--- config.mk ---
export PLATFORM = sky130hd
export DESIGN_NAME = nibble_core
export DESIGN_NICKNAME = d
export VERILOG_FILES = /design/src/rtl/nibble_core_pkg.sv /design/src/rtl/nibble_adder.sv /design/src/rtl/return_stack.sv /design/src/rtl/nibble_core.sv
export SDC_FILE = /design/constraint.sdc
export NUM_CORES = 1
export LEC_CHECK = 0
export BUFFER_PORTS_ARGS = -buffer_cell sky130_fd_sc_hd__clkbuf_2
export CORE_ASPECT_RATIO = 0.5
export CORE_MARGIN = 10
export CORE_UTILIZATION = 57
export DETAILED_ROUTE_END_ITERATION = 6
export GPL_ROUTABILITY_DRIVEN = 0
export MAX_ROUTING_LAYER = met4
export PLACE_DENSITY = 0.8
export SYNTH_ARGS = -nofsm -noshare
export SYNTH_HDL_FRONTEND = slang
export SYNTH_SLANG_ARGS = --single-unit
--- constraint.sdc ---
create_clock -name CLK_SYS_I -period 3.74 [get_ports CLK_SYS_I]
set_input_delay 0.748 -clock CLK_SYS_I [delete_from_list [all_inputs] [get_ports CLK_SYS_I]]
set_output_delay 0.748 -clock CLK_SYS_I [all_outputs]
set_load 0.05 [all_outputs]
--- src/rtl/nibble_core_pkg.sv ---
`default_nettype none
package nibble_core_pkg;

  localparam int INSTR_W           = 10;
  localparam int PC_LOW_W          = 7;
  localparam int PAGE_W_MIN        = 4;
  localparam int PAGE_W_MAX        = 5;
  localparam int PORT_D_W_DEFAULT  = 6;
  localparam int PORT_D_W_MAX      = 16;
  localparam int STACK_DEPTH       = 8;
  localparam int SP_W              = 3;
  localparam int APB_ADDR_W        = 8;
  localparam int CALL_PAGE         = 2;
  localparam int CONV_MODE_BIT     = 3;
  localparam int CTRL_RUN_BIT      = 0;
  localparam int ACC_CARRY_BIT     = 4;
  localparam int CONV_DONE_BIT     = 4;

  // register byte offsets
  localparam logic [APB_ADDR_W-1:0] REG_CTRL   = 8'h00;
  localparam logic [APB_ADDR_W-1:0] REG_ACC    = 8'h04;
  localparam logic [APB_ADDR_W-1:0] REG_PTR    = 8'h08;
  localparam logic [APB_ADDR_W-1:0] REG_CONV   = 8'h0c;
  localparam logic [APB_ADDR_W-1:0] REG_STATUS = 8'h10;
  localparam logic [APB_ADDR_W-1:0] REG_PC     = 8'h14;
  localparam logic [APB_ADDR_W-1:0] REG_PORTD  = 8'h18;
  localparam logic [APB_ADDR_W-1:0] REG_STACK  = 8'h1c;

  localparam logic [SP_W-1:0] RESET_SP        = 3'h7;
  localparam logic [3:0]      RESET_CONV_CTRL = 4'h0;
  localparam logic [3:0]      Y_WRAP          = 4'hf;

  // instruction codes and match masks
  localparam logic [INSTR_W-1:0] MASK_FULL = 10'h3ff;
  localparam logic [INSTR_W-1:0] MASK_NIB  = 10'h3f0;
  localparam logic [INSTR_W-1:0] MASK_A7   = 10'h380;
  localparam logic [INSTR_W-1:0] MASK_P5   = 10'h3e0;
  localparam logic [INSTR_W-1:0] OP_ADD_IMM                = 10'h060;
  localparam logic [INSTR_W-1:0] OP_CONVERSION_LAUNCH      = 10'h29f;
  localparam logic [INSTR_W-1:0] OP_MEMORY_ADD             = 10'h00a;
  localparam logic [INSTR_W-1:0] OP_MEMORY_ADD_CARRY       = 10'h00b;
  localparam logic [INSTR_W-1:0] OP_NEAR_JUMP              = 10'h180;
  localparam logic [INSTR_W-1:0] OP_FAR_JUMP               = 10'h0e0;
  localparam logic [INSTR_W-1:0] OP_COMPUTED_FAR_JUMP      = 10'h010;
  localparam logic [INSTR_W-1:0] OP_PAGE_TWO_CALL          = 10'h100;
  localparam logic [INSTR_W-1:0] OP_FAR_CALL               = 10'h0c0;
  localparam logic [INSTR_W-1:0] OP_COMPUTED_FAR_CALL      = 10'h030;
  localparam logic [INSTR_W-1:0] OP_PORT_D_SET             = 10'h011;
  localparam logic [INSTR_W-1:0] OP_ACCUMULATOR_INVERT     = 10'h01c;
  localparam logic [INSTR_W-1:0] OP_RESONATOR_CLOCK_SELECT = 10'h29a;
  localparam logic [INSTR_W-1:0] OP_RC_CLOCK_SELECT        = 10'h29b;
  localparam logic [INSTR_W-1:0] OP_Y_POINTER_DECREMENT    = 10'h017;
  localparam logic [INSTR_W-1:0] OP_IRQ_DISABLE            = 10'h004;
  localparam logic [INSTR_W-1:0] OP_IRQ_ENABLE             = 10'h005;
  localparam logic [INSTR_W-1:0] OP_WATCHDOG_STOP_ARM      = 10'h29c;
  localparam logic [INSTR_W-1:0] OP_WATCHDOG_RESTART       = 10'h2a0;
  localparam logic [INSTR_W-1:0] OP_POWERDOWN_UNLOCK       = 10'h05b;
  localparam logic [INSTR_W-1:0] OP_POWERDOWN_WITH_VDET    = 10'h002;
  localparam logic [INSTR_W-1:0] OP_POWERDOWN_PLAIN        = 10'h008;

  typedef enum logic [2:0] {
    ST_FETCH  = 3'b001,
    ST_WORD2  = 3'b010,
    ST_BACKUP = 3'b100
  } core_state_t;

endpackage : nibble_core_pkg
`default_nettype wire

--- src/rtl/nibble_adder.sv ---
`timescale 1ns/1ps
`default_nettype none
module nibble_adder (
  input  wire logic [3:0] a_i,
  input  wire logic [3:0] b_i,
  input  wire logic       carry_i,
  output logic      [3:0] sum_o,
  output logic            carry_o
);
  logic [4:0] total;

  assign total   = {1'b0, a_i} + {1'b0, b_i} + {4'h0, carry_i};
  assign sum_o   = total[3:0];
  assign carry_o = total[4];
endmodule : nibble_adder
`default_nettype wire

--- src/rtl/return_stack.sv ---
`timescale 1ns/1ps
`default_nettype none
module return_stack #(
  parameter int WIDTH = 12
) (
  input  wire logic                                clk_i,
  input  wire logic                                arst_n_i,
  input  wire logic                                push_i,
  input  wire logic [WIDTH-1:0]                    data_i,
  output logic      [nibble_core_pkg::SP_W-1:0]   sp_o,
  output logic      [WIDTH-1:0]                    top_o
);
  import nibble_core_pkg::*;

  if (WIDTH < 1 || 2**SP_W != STACK_DEPTH) begin : g_bad_shape
    $error("return stack shape unsupported");
  end

  logic [WIDTH-1:0] entry [STACK_DEPTH];
  logic [SP_W-1:0]  next_sp;

  // pointer moves and the entry it will point at is written on the same edge
  assign next_sp = sp_o + 3'h1;
  assign top_o   = entry[sp_o];

  always_ff @(posedge clk_i or negedge arst_n_i) begin
    if (!arst_n_i) begin
      sp_o <= RESET_SP;
    end else if (push_i) begin
      sp_o <= next_sp;
    end
  end

  always_ff @(posedge clk_i) begin
    if (push_i) begin
      entry[next_sp] <= data_i;
    end
  end
endmodule : return_stack
`default_nettype wire

--- src/rtl/nibble_core.sv ---
// Decided for this implementation: the APB slave port and the register offsets.
`timescale 1ns/1ps
`default_nettype none
// Functional notes
// - immediate add, carry kept, skip without overflow
// - launch clears done flag, mode bit picks
// - memory add into accumulator, carry kept
// - near jump replaces low seven bits
// - far jump/call two words, call pushes
// - one-word call into page two, pushes
// - port D set to all ones
// - invert accumulator, no carry change, no skip
// - interrupt enable change acts one cycle later
// - enable sets flag, disable clears flag
// - stop arm, restart then stops watchdog
// - restart skips only when the watchdog flag is set, and clears that flag
// - power-down needs prior unlock instruction
// - two power-down variants, with/without detector
// - skip invalidates next word, no double step
// - page field four or five bits wide
module nibble_core #(
  parameter int PAGE_W   = nibble_core_pkg::PAGE_W_MAX,
  parameter int PORT_D_W = nibble_core_pkg::PORT_D_W_DEFAULT
) (
  input  wire logic                                           CLK_SYS_I,
  input  wire logic                                           ARST_N_I,
  input  wire logic                                           PSEL_I,
  input  wire logic                                           PENABLE_I,
  input  wire logic                                           PWRITE_I,
  input  wire logic [nibble_core_pkg::APB_ADDR_W-1:0]         PADDR_I,
  input  wire logic [31:0]                                    PWDATA_I,
  output logic      [31:0]                                    PRDATA_O,
  output logic                                                PREADY_O,
  output logic                                                PSLVERR_O,
  output logic      [PAGE_W+nibble_core_pkg::PC_LOW_W-1:0]    ROM_ADDR_O,
  input  wire logic [nibble_core_pkg::INSTR_W-1:0]            ROM_DATA_I,
  output logic      [7:0]                                     RAM_ADDR_O,
  input  wire logic [3:0]                                     RAM_DATA_I,
  output logic      [PORT_D_W-1:0]                            PORT_D_O,
  output logic                                                CONV_START_O,
  output logic                                                CMP_START_O,
  input  wire logic                                           ADC_DONE_I,
  input  wire logic                                           WDT_FLAG_SET_I,
  output logic                                                WDT_STOP_O,
  output logic                                                CLK_RES_SEL_O,
  output logic                                                CLK_RC_SEL_O,
  output logic                                                OSC_STOP_O,
  output logic                                                INT_ENABLE_O,
  output logic                                                INT_ACCEPT_EN_O,
  output logic                                                BACKUP_O,
  output logic                                                VDET_KEEP_O
);
  import nibble_core_pkg::*;

  localparam int PC_W = PAGE_W + PC_LOW_W;

  if (PAGE_W < PAGE_W_MIN || PAGE_W > PAGE_W_MAX) begin : g_bad_page
    $error("PAGE_W must be 4 or 5");
  end
  if (PORT_D_W < 1 || PORT_D_W > PORT_D_W_MAX) begin : g_bad_port
    $error("PORT_D_W out of range");
  end

  function automatic logic op_is(input logic [INSTR_W-1:0] w, code, mask);
    return (w & mask) == code;
  endfunction

  core_state_t        state;
  core_state_t        next_state;
  logic [PC_W-1:0]    pc;
  logic [PC_W-1:0]    next_pc;
  logic [3:0]         acc;
  logic [3:0]         next_acc;
  logic [3:0]         y;
  logic [3:0]         next_y;
  logic [3:0]         x;
  logic [2:0]         dr;
  logic [3:0]         conv_ctrl;
  logic               carry;
  logic               next_carry;
  logic               skip;
  logic               next_skip;
  logic               run;
  logic [PAGE_W-1:0]  pend_page;
  logic               pend_call;
  logic               pend_computed;
  logic               wdt_armed;
  logic               watchdog_flag_one;
  logic               pd_unlock;
  logic               conv_done;
  logic [SP_W-1:0]    sp;
  logic [PC_W-1:0]    stack_top;

  // instruction decode
  wire [INSTR_W-1:0] ins     = ROM_DATA_I;
  wire exec                  = (state == ST_FETCH) && run && !skip;
  wire op_add_imm = exec && op_is(ins, OP_ADD_IMM, MASK_NIB);
  wire op_conversion_launch_op    = exec && op_is(ins, OP_CONVERSION_LAUNCH, MASK_FULL);
  wire op_am      = exec && op_is(ins, OP_MEMORY_ADD, MASK_FULL);
  wire op_amc     = exec && op_is(ins, OP_MEMORY_ADD_CARRY, MASK_FULL);
  wire op_b       = exec && op_is(ins, OP_NEAR_JUMP, MASK_A7);
  wire op_bl      = exec && op_is(ins, OP_FAR_JUMP, MASK_P5);
  wire op_bla     = exec && op_is(ins, OP_COMPUTED_FAR_JUMP, MASK_FULL);
  wire op_bm      = exec && op_is(ins, OP_PAGE_TWO_CALL, MASK_A7);
  wire op_bml     = exec && op_is(ins, OP_FAR_CALL, MASK_P5);
  wire op_computed_far_call_op    = exec && op_is(ins, OP_COMPUTED_FAR_CALL, MASK_FULL);
  wire op_cld     = exec && op_is(ins, OP_PORT_D_SET, MASK_FULL);
  wire op_cma     = exec && op_is(ins, OP_ACCUMULATOR_INVERT, MASK_FULL);
  wire op_resonator_clock_select_op    = exec && op_is(ins, OP_RESONATOR_CLOCK_SELECT, MASK_FULL);
  wire op_rc_clock_select_op    = exec && op_is(ins, OP_RC_CLOCK_SELECT, MASK_FULL);
  wire op_dey     = exec && op_is(ins, OP_Y_POINTER_DECREMENT, MASK_FULL);
  wire op_di      = exec && op_is(ins, OP_IRQ_DISABLE, MASK_FULL);
  wire op_ei      = exec && op_is(ins, OP_IRQ_ENABLE, MASK_FULL);
  wire op_watchdog_stop_arm_op    = exec && op_is(ins, OP_WATCHDOG_STOP_ARM, MASK_FULL);
  wire op_watchdog_restart_op    = exec && op_is(ins, OP_WATCHDOG_RESTART, MASK_FULL);
  wire op_powerdown_unlock_op    = exec && op_is(ins, OP_POWERDOWN_UNLOCK, MASK_FULL);
  wire op_pof     = exec && op_is(ins, OP_POWERDOWN_WITH_VDET, MASK_FULL);
  wire op_powerdown_plain_op    = exec && op_is(ins, OP_POWERDOWN_PLAIN, MASK_FULL);
  wire far_op     = op_bl || op_bla || op_bml || op_computed_far_call_op;
  wire pd_enter   = (op_pof || op_powerdown_plain_op) && pd_unlock;

  // arithmetic
  wire [3:0] add_b   = op_add_imm ? ins[3:0] : RAM_DATA_I;
  wire       add_cin = op_amc && carry;
  wire [3:0] sum;
  wire       cout;
  wire [3:0] y_dec   = 4'(y - 4'h1);

  nibble_adder u_adder (
    .a_i     (acc),
    .b_i     (add_b),
    .carry_i (add_cin),
    .sum_o   (sum),
    .carry_o (cout)
  );

  // branch targets
  wire [PC_W-1:0]     pc_inc      = PC_W'(pc + 1'b1);
  wire [PAGE_W-1:0]   word1_page  = PAGE_W'(ins[4:0]);
  wire [PAGE_W-1:0]   word2_page  = PAGE_W'({ins[6], ins[3:0]});
  wire [PC_LOW_W-1:0] calc_low    = {dr, acc};
  wire [PC_LOW_W-1:0] far_low     = pend_computed ? calc_low : ins[PC_LOW_W-1:0];
  wire [PAGE_W-1:0]   far_page    = pend_computed ? word2_page : pend_page;
  wire                in_word2    = (state == ST_WORD2);
  wire                push        = op_bm || (in_word2 && pend_call);

  return_stack #(
    .WIDTH (PC_W)
  ) u_stack (
    .clk_i    (CLK_SYS_I),
    .arst_n_i (ARST_N_I),
    .push_i   (push),
    .data_i   (pc_inc),
    .sp_o     (sp),
    .top_o    (stack_top)
  );

  // apb decode
  wire setup    = PSEL_I && !PENABLE_I;
  wire wr_fire  = PSEL_I && PENABLE_I && PREADY_O && PWRITE_I;
  wire hit_ctrl = (PADDR_I == REG_CTRL);
  wire hit_acc  = (PADDR_I == REG_ACC);
  wire hit_ptr  = (PADDR_I == REG_PTR);
  wire hit_conv = (PADDR_I == REG_CONV);
  wire hit_stat = (PADDR_I == REG_STATUS);
  wire hit_pc   = (PADDR_I == REG_PC);
  wire hit_pd   = (PADDR_I == REG_PORTD);
  wire hit_stk  = (PADDR_I == REG_STACK);
  wire mapped   = hit_ctrl | hit_acc | hit_ptr | hit_conv | hit_stat | hit_pc | hit_pd | hit_stk;
  wire wr_ctrl  = wr_fire && hit_ctrl;
  wire wr_acc   = wr_fire && hit_acc;
  wire wr_ptr   = wr_fire && hit_ptr;
  wire wr_conv  = wr_fire && hit_conv;
  wire [31:0] status_word = {21'h0, CLK_RC_SEL_O, CLK_RES_SEL_O, OSC_STOP_O, VDET_KEEP_O,
                             BACKUP_O, pd_unlock, watchdog_flag_one, WDT_STOP_O, wdt_armed,
                             INT_ACCEPT_EN_O, INT_ENABLE_O};
  wire [31:0] rd_word =
      hit_ctrl ? {31'h0, run} :
      hit_acc  ? {27'h0, carry, acc} :
      hit_ptr  ? {21'h0, dr, x, y} :
      hit_conv ? {27'h0, conv_done, conv_ctrl} :
      hit_stat ? status_word :
      hit_pc   ? {5'h0, state, 5'h0, sp, 16'(pc)} :
      hit_pd   ? 32'(PORT_D_O) :
      hit_stk  ? 32'(stack_top) : 32'h0;

  always_comb begin
    next_state = state;
    next_pc    = pc;
    next_acc   = acc;
    next_carry = carry;
    next_y     = y;
    next_skip  = skip;
    unique case (state)
      ST_FETCH: begin
        if (run) begin
          next_pc   = pc_inc;
          next_skip = 1'b0;
          if (op_add_imm) begin
            next_acc  = sum;
            next_skip = !cout;
          end
          if (op_am) begin
            next_acc = sum;
          end
          if (op_amc) begin
            next_acc   = sum;
            next_carry = cout;
          end
          if (op_cma) begin
            next_acc = ~acc;
          end
          if (op_dey) begin
            next_y    = y_dec;
            next_skip = (y_dec == Y_WRAP);
          end
          if (op_watchdog_restart_op) begin
            next_skip = watchdog_flag_one;
          end
          if (op_b) begin
            next_pc = {pc[PC_W-1:PC_LOW_W], ins[PC_LOW_W-1:0]};
          end
          if (op_bm) begin
            next_pc = {PAGE_W'(CALL_PAGE), ins[PC_LOW_W-1:0]};
          end
          if (far_op) begin
            next_state = ST_WORD2;
          end
          if (pd_enter) begin
            next_state = ST_BACKUP;
          end
        end
      end
      ST_WORD2: begin
        next_pc    = {far_page, far_low};
        next_state = ST_FETCH;
      end
      ST_BACKUP: begin
        if (wr_ctrl) begin
          next_state = ST_FETCH;
        end
      end
    endcase
    if (wr_acc) begin
      next_acc   = PWDATA_I[3:0];
      next_carry = PWDATA_I[ACC_CARRY_BIT];
    end
    if (wr_ptr) begin
      next_y = PWDATA_I[3:0];
    end
  end

  assign ROM_ADDR_O = pc;
  assign RAM_ADDR_O = {x, y};

  always_ff @(posedge CLK_SYS_I or negedge ARST_N_I) begin
    if (!ARST_N_I) begin
      state <= ST_FETCH;
      pc    <= '0;
      acc   <= 4'h0;
      carry <= 1'b0;
      y     <= 4'h0;
      skip  <= 1'b0;
    end else begin
      state <= next_state;
      pc    <= next_pc;
      acc   <= next_acc;
      carry <= next_carry;
      y     <= next_y;
      skip  <= next_skip;
    end
  end

  always_ff @(posedge CLK_SYS_I or negedge ARST_N_I) begin
    if (!ARST_N_I) begin
      pend_page     <= '0;
      pend_call     <= 1'b0;
      pend_computed <= 1'b0;
    end else if (far_op) begin
      pend_page     <= word1_page;
      pend_call     <= op_bml || op_computed_far_call_op;
      pend_computed <= op_bla || op_computed_far_call_op;
    end
  end

  always_ff @(posedge CLK_SYS_I or negedge ARST_N_I) begin
    if (!ARST_N_I) begin
      run       <= 1'b0;
      x         <= 4'h0;
      dr        <= 3'h0;
      conv_ctrl <= RESET_CONV_CTRL;
    end else begin
      if (wr_ctrl) run <= PWDATA_I[CTRL_RUN_BIT];
      if (wr_ptr) x <= PWDATA_I[7:4];
      if (wr_ptr) dr <= PWDATA_I[10:8];
      if (wr_conv) conv_ctrl <= PWDATA_I[3:0];
    end
  end

  // hardware set wins over instruction clear
  always_ff @(posedge CLK_SYS_I or negedge ARST_N_I) begin
    if (!ARST_N_I) begin
      conv_done    <= 1'b0;
      CONV_START_O <= 1'b0;
      CMP_START_O  <= 1'b0;
      watchdog_flag_one         <= 1'b0;
      wdt_armed    <= 1'b0;
      WDT_STOP_O   <= 1'b0;
    end else begin
      conv_done    <= ADC_DONE_I || (conv_done && !op_conversion_launch_op);
      CONV_START_O <= op_conversion_launch_op && !conv_ctrl[CONV_MODE_BIT];
      CMP_START_O  <= op_conversion_launch_op && conv_ctrl[CONV_MODE_BIT];
      watchdog_flag_one         <= WDT_FLAG_SET_I || (watchdog_flag_one && !op_watchdog_restart_op);
      wdt_armed    <= wdt_armed || op_watchdog_stop_arm_op;
      WDT_STOP_O   <= WDT_STOP_O || (op_watchdog_restart_op && wdt_armed);
    end
  end

  always_ff @(posedge CLK_SYS_I or negedge ARST_N_I) begin
    if (!ARST_N_I) begin
      INT_ENABLE_O    <= 1'b0;
      INT_ACCEPT_EN_O <= 1'b0;
      PORT_D_O        <= '0;
      CLK_RES_SEL_O   <= 1'b0;
      CLK_RC_SEL_O    <= 1'b0;
      OSC_STOP_O      <= 1'b0;
    end else begin
      INT_ENABLE_O    <= op_ei || (INT_ENABLE_O && !op_di);
      INT_ACCEPT_EN_O <= INT_ENABLE_O;
      if (op_cld) PORT_D_O <= '1;
      if (op_resonator_clock_select_op || op_rc_clock_select_op) begin
        CLK_RES_SEL_O <= op_resonator_clock_select_op;
        CLK_RC_SEL_O  <= op_rc_clock_select_op;
        OSC_STOP_O    <= 1'b1;
      end
    end
  end

  always_ff @(posedge CLK_SYS_I or negedge ARST_N_I) begin
    if (!ARST_N_I) begin
      pd_unlock   <= 1'b0;
      BACKUP_O    <= 1'b0;
      VDET_KEEP_O <= 1'b0;
    end else begin
      if (exec) pd_unlock <= op_powerdown_unlock_op;
      BACKUP_O <= (next_state == ST_BACKUP);
      if (pd_enter) VDET_KEEP_O <= op_pof;
    end
  end

  always_ff @(posedge CLK_SYS_I or negedge ARST_N_I) begin
    if (!ARST_N_I) begin
      PREADY_O  <= 1'b0;
      PSLVERR_O <= 1'b0;
      PRDATA_O  <= 32'h0;
    end else begin
      PREADY_O  <= setup;
      PSLVERR_O <= setup && !mapped;
      PRDATA_O  <= (setup && !PWRITE_I) ? rd_word : 32'h0;
    end
  end
endmodule : nibble_core
`default_nettype wire

======== Yosys cells after proc, flatten, opt, wreduce, memory -nomap -nowiden ========
Memories as Yosys holds them, arrays and structs flattened.
Cells that the tools add are included.
cells by class
  $add $sub $neg .......................... 5
  equal/unequal tests ..................... 36
  muxes and demuxes ....................... 41
  bitwise gates (word level) .............. 8
  reduce and logical (&&, ||, !) cells .... 80
operators by type and width
  kind                                                              number
  27-bit 2-to-1 mux                                                 7
  12-bit 2-to-1 mux                                                 5
  10-bit == test, second input constant                             5
  4-bit 2-to-1 mux                                                  12
  1-bit logical AND                                                 43
  10-bit by 5-bit == test with 1-bit output, second input constant  4
  8-bit by 5-bit == test with 1-bit output, second input constant   4
  10-bit by 4-bit == test with 1-bit output, second input constant  3
  12-bit case mux with 2 select lines                               1
  10-bit by 3-bit == test with 1-bit output, second input constant  2
  8-bit by 4-bit == test with 1-bit output, second input constant   2
  2-bit nonzero test                                                7
  1-bit logical OR                                                  13
  12-bit by 1-bit adder with 12-bit output, second input constant   1
  3-bit 2-to-1 mux                                                  4
  3-bit AND reduction                                               4
  10-bit by 2-bit == test with 1-bit output, second input constant  1
  10-bit by 6-bit == test with 1-bit output, second input constant  1
  10-bit by 7-bit == test with 1-bit output, second input constant  1
  5-bit by 3-bit == test with 1-bit output, second input constant   2
  3-bit by 2-bit == test with 1-bit output, second input constant   3
  1-bit zero test                                                   9
  1-bit 2-to-1 mux                                                  9
  3-bit case mux with 3 select lines                                1
  other kinds (18)                                                  26
word-level totals
  flip-flop bits (word level) ............. 91
  RAM bits ................................ 96
  input bits .............................. 61
  output and inout port bits .............. 70
  memories kept ........................... 1
memories
  memory         words  bits a word  read ports  clocked after Yosys merged registers in  write ports  RTL line            text
  u_stack.entry  8      12           1           0                                        1            return_stack.sv:19  logic [WIDTH-1:0] entry [STACK_DEPTH];

======== Depth between registers and ports, before layout ========
  word-level depth ........................ 14
  mapped depth ............................ 14
  mapped depth without buffers ............ 12

======== Cells and area by module ========
From an unflattened synthesis, not the netlist that was laid out.
second synthesis, totals
  cell total of the unflattened synthesis .. 664
  area total of the unflattened synthesis .. 8782.2 um2
by module, submodules not included
  module        times used  cells an instance  area an instance (um2)  seq. area each (um2)
  nibble_core   1           488                4747.1                  1978.1
  return_stack  1           160                3891.2                  2961.6
  nibble_adder  1           16                 143.9                   0.0

======== Worst setup path after synthesis ========
OpenSTA, ideal clock, no wires.
  path kind ............................... input -> register
  start ................................... input ROM_DATA_I[8] (netlist name)
  end ..................................... register skip
  setup time .............................. 0.126 ns
  arrival time ............................ 3.487 ns
  path slack .............................. 0.127 ns
  stages .................................. 13
  path buffers ............................ 1
  cells stage by stage .................... buf_4 -> or4_4 -> nor4_1 -> and3_1 -> and2_1 -> fa_1 -> inv_1 -> fa_1 -> nor2b_1 -> o21ai_0 -> a31oi_1 -> nor2_1 -> o32a_1
on the way
  longest elaborated chain between the ends .. 9
ends and longest elaborated chain
  what                                      RTL line            text
  start: declaration                        nibble_core.sv:36   input wire logic [nibble_core_pkg::INSTR_W-1:0] ROM_DATA_I,
  6-bit by 3-bit == test with 1-bit output  nibble_core.sv:65   return (w & mask) == code;
  1-bit logical AND                         nibble_core.sv:97   wire op_add_imm = exec && op_is(ins, OP_ADD_IMM, MASK_NIB);
  4-bit 2-to-1 mux                          nibble_core.sv:123  wire [3:0] add_b = op_add_imm ? ins[3:0] : RAM_DATA_I;
  4-bit by 4-bit adder with 5-bit output    nibble_adder.sv:12  assign total = {1'b0, a_i} + {1'b0, b_i} + {4'h0, carry_i};
  5-bit by 1-bit adder with 5-bit output    nibble_adder.sv:12
  1-bit zero test                           nibble_core.sv:201  next_skip = !cout;
  1-bit 2-to-1 mux                          nibble_core.sv:199  if (op_add_imm) begin
  1-bit 2-to-1 mux                          nibble_core.sv:213  if (op_dey) begin
  1-bit 2-to-1 mux *                        nibble_core.sv:217  if (op_watchdog_restart_op) begin
  end signal: assignment                    nibble_core.sv:270  skip <= next_skip;
  end: declaration                          nibble_core.sv:81   logic skip;
Every way passes the cells marked *; elsewhere a longest branch is shown, timed or not.
A chain may end at the register's enable or synchronous reset.

======== Worst setup path after layout ========
  start ................................... register state[0]
  end ..................................... memory u_stack.entry[7][6], enable pin
on the way
  longest elaborated chain between the ends .. 7
ends and longest elaborated chain
  what                                      RTL line            text
  start: declaration                        nibble_core.sv:68   core_state_t state;
  start signal: assignment                  nibble_core.sv:265  state <= next_state;
  3-bit by 1-bit == test with 1-bit output  nibble_core.sv:96   wire exec = (state == ST_FETCH) && run && !skip;
  1-bit logical AND (2 in series)           nibble_core.sv:96
  1-bit logical AND                         nibble_core.sv:104  wire op_bm = exec && op_is(ins, OP_PAGE_TWO_CALL, MASK_A7);
  1-bit logical OR *                        nibble_core.sv:145  wire push = op_bm || (in_word2 && pend_call);
  1-bit 2-to-1 mux *                        return_stack.sv:35  if (push_i) begin
  1-bit 2-to-1 mux (implied by the code) *  return_stack.sv:36  entry[next_sp] <= data_i;
  end: declaration                          return_stack.sv:19
Marked as above.

==> results.yml <==
status:
  status: "completed"
logic_synthesis:
  yosys_warnings: 0
  synthTopCellsByArea: "edfxtp_1 33%, dfrtp_1 23%, mux4_2 6.5%"
  synth_seq_cells: 178
  yosysSeqAreaShare_pct: 57.0
  synthFlopType: "edfxtp_1"
  synth_top_cell_by_area: "edfxtp_1"
  post-synth-top-count-cell: "edfxtp_1"
  synth_edf_count: 96
  synthCells: 684
  netlist.area_leader.share_pct: 33.3
  ys_types: 71
  syn_area_per_cell_um2: 12.7
  syn_area_um2: 8670
  async_reset_ff_share_pct: 46.1
  synthTopCellsByCount: "96 x edfxtp_1, 78 x dfrtp_1, 45 x nand2_1"
clock_tree:
  cts-root-buf: "clkbuf_16"
  cts_max_level: 4
  hold_buffers: 0
  postCtsResizedCells: 0
  post_cts_buffers: 0
  cts_tree: "done"
  clk_latency_ps: 440
  cts_buffer_depth: 2
  clk_pin_slew_ps: 80
  cts_sinks: 178
  cts_made_buffers: 17
route:
  initialDrtViolationCount: 845
  dr_wl_met3_mm: 1.98
  via_count: 6286
  met1Wirelength_mm: 9.17
  vias_per_cell: 6.38
  wl_mm: 22.9
  wire_per_inst_um: 23.2
  route.met2.wl_mm: 11.2
  antenna_left: 0
  drc_errors: 0
  dr.max_layer_used: "met4"
  first_pass_iters: 7
timing:
  worst_slack_ps: 434
  rsz0062_at_grt: "false"
  finalHoldViolations: 0
  fmax_mhz: 302
  maxSlewViolCount: 0
  finalCritPeriodShare_pct: 88.4
  finalCriticalPeriod_ps: 3310
  slew_headroom_pct: 28.7
  setup_viol: 0
  clock-skew-final_ps: 10.3
  worst_slew_pin_slew_ps: 1070
  tns_ps: 0
floorplanning:
  start_util_pct: 59.1
  ios: 131
  core_um2: 14700
  dieHeight_um: 107
  die-area_um2: 20800
  num_rows: 31
  die_x_um: 194
worst_setup_path:
  cp-end-kind: "flop"
  path_class: "reg2reg"
  required_ps: 3890
  worst-path-max-fanout: 11
  cp-start-kind: "flop"
  arrival_ps: 3450
pwr:
  power_leakage_nw: 4.01
  power.density_nw_per_um2: 433
  ir_drop_uv: 375
  power_w: 0.00429
grt:
  grt_pass1_vias: 6203
  antenna_found_initial: 0
  grt-ovfl-total: 0
  grt_start_max_net_pins: 83
  grt_usage_pct: 22.8
  grt_pass1_wl_mm: 36.1
place:
  dp_cells: 954
  io_buffers: 95
  hpwl_mm: 15.9
  place_ws_ps: 96.3
  dpl_cell_area_um2: 9310
cells_and_area:
  fin_cells: 986
  nets: 844
  antenna_cells: 0
  fin_area_um2: 9910
  area.growth.synth_to_final_pct: 14.4
  drive_above_1_share_pct: 28.7
worst_hold_path:
  hold_path_class: "reg2reg"
flow_run:
  max_cap_viol_count: 0
[through the flow]
step / utilization [%] / hold slack, ps
after floorplan: - / 420
after global placement: 63.5 / 435
after detailed placement: 63.5 / 445
after CTS: 67.6 / 456
after global routing: 67.6 / 500
final: 67.6 / 455
[placed cells by master (no fill, tap or decap), drive strengths merged, types with 7 or more instances in the layout]
master and count:
buf 26, nor4 8, nor2 38, edfxtp 96, and2 9, dfrtp 78
nor3 13, nand4 7, nand2b 12, inv 27, xor2 8, clkinv 9
mux4 25, a211oi 7, nand2 45, o21ai 35, mux2 26, or2 9
xnor2 13, a21oi 27, conb 14, clkbuf 111, mux2i 23, nand3 16
[worst max-delay path, stage by stage (launching register included)]
cell	delay, ps
dfstp_2	620
nand4bb_1	220
buf_4	250
or3_1	560
o21ai_2	460
nand2_1	220
nor2_1	410
buf_4	260
[sequential cells by signal, indices dropped and copies added (netlist names), 3 cells and up]
signal         count
acc                4
u_stack.sp_o       3
x                  4
y                  4
u_stack.entry     96
pend_page          5
ROM_ADDR_O        12
state              3
dr                 3
PRDATA_O          18
conv_ctrl          4
[final timing paths]
path,from,end,slack (ps),cells after the start
worst max-delay path,state[0]$_DFF_PN1_,u_stack.entry[7][6]$_DFFE_PP_,430,7
worst min-delay path,conv_ctrl[3]$_DFFE_PN0P_,CONV_START_O$_DFF_PN0_,450,1
worst max register to register,state[0]$_DFF_PN1_,u_stack.entry[7][6]$_DFFE_PP_,430,7
worst min register to register,conv_ctrl[3]$_DFFE_PN0P_,CONV_START_O$_DFF_PN0_,450,1
max in group asynchronous,ARST_N_I,skip$_DFFE_PN0N_,2550,1
min in group asynchronous,ARST_N_I,PRDATA_O[6]$_DFF_PN0_,480,1
[where the power goes]
group | internal [W] | switching (W) | total [W]
clock network | 0.000908 | 0.000906 | 0.00181
logic | 0.0000913 | 0.000246 | 0.000337
registers | 0.00211 | 0.0000305 | 0.00214
total | 0.00311 | 0.00118 | 0.00429
[final cells by class]
type                    count  area, µm²
multi-input cells         437       3380
fillers                  1012       4750
inverters                  21       78.8
clock buffers              17        425
repair buffers            120        666
well taps                 198        248
flip-flops and latches    178       4940
clock inverters            15        179
[per-layer routing]
metal  track usage [%]  vias to the layer above
li1                  -                     2718
met1              28.6                     3143
met2              36.6                      370
met3              4.42                       55
met4              8.46                        0
met5                 -                        -
[cells by family (layout without fill, tap and decap cells)]
kind of cell               after synthesis  after routing  synth area share, %
AOI/OAI and AO/OA                      128            128                 10.4
xor gates and xnor gates                21             21                 2.12
adders and majority gates                8              8                 1.33
buffers and inverters                   82            173                 4.59
DFF                                    178            178                 57.0
muxes                                   74             74                 12.5
other                                    1             14               0.0433
and+or+nand+nor                        192            192                 12.0
Note: power is estimated with default switching activity, not from simulation.
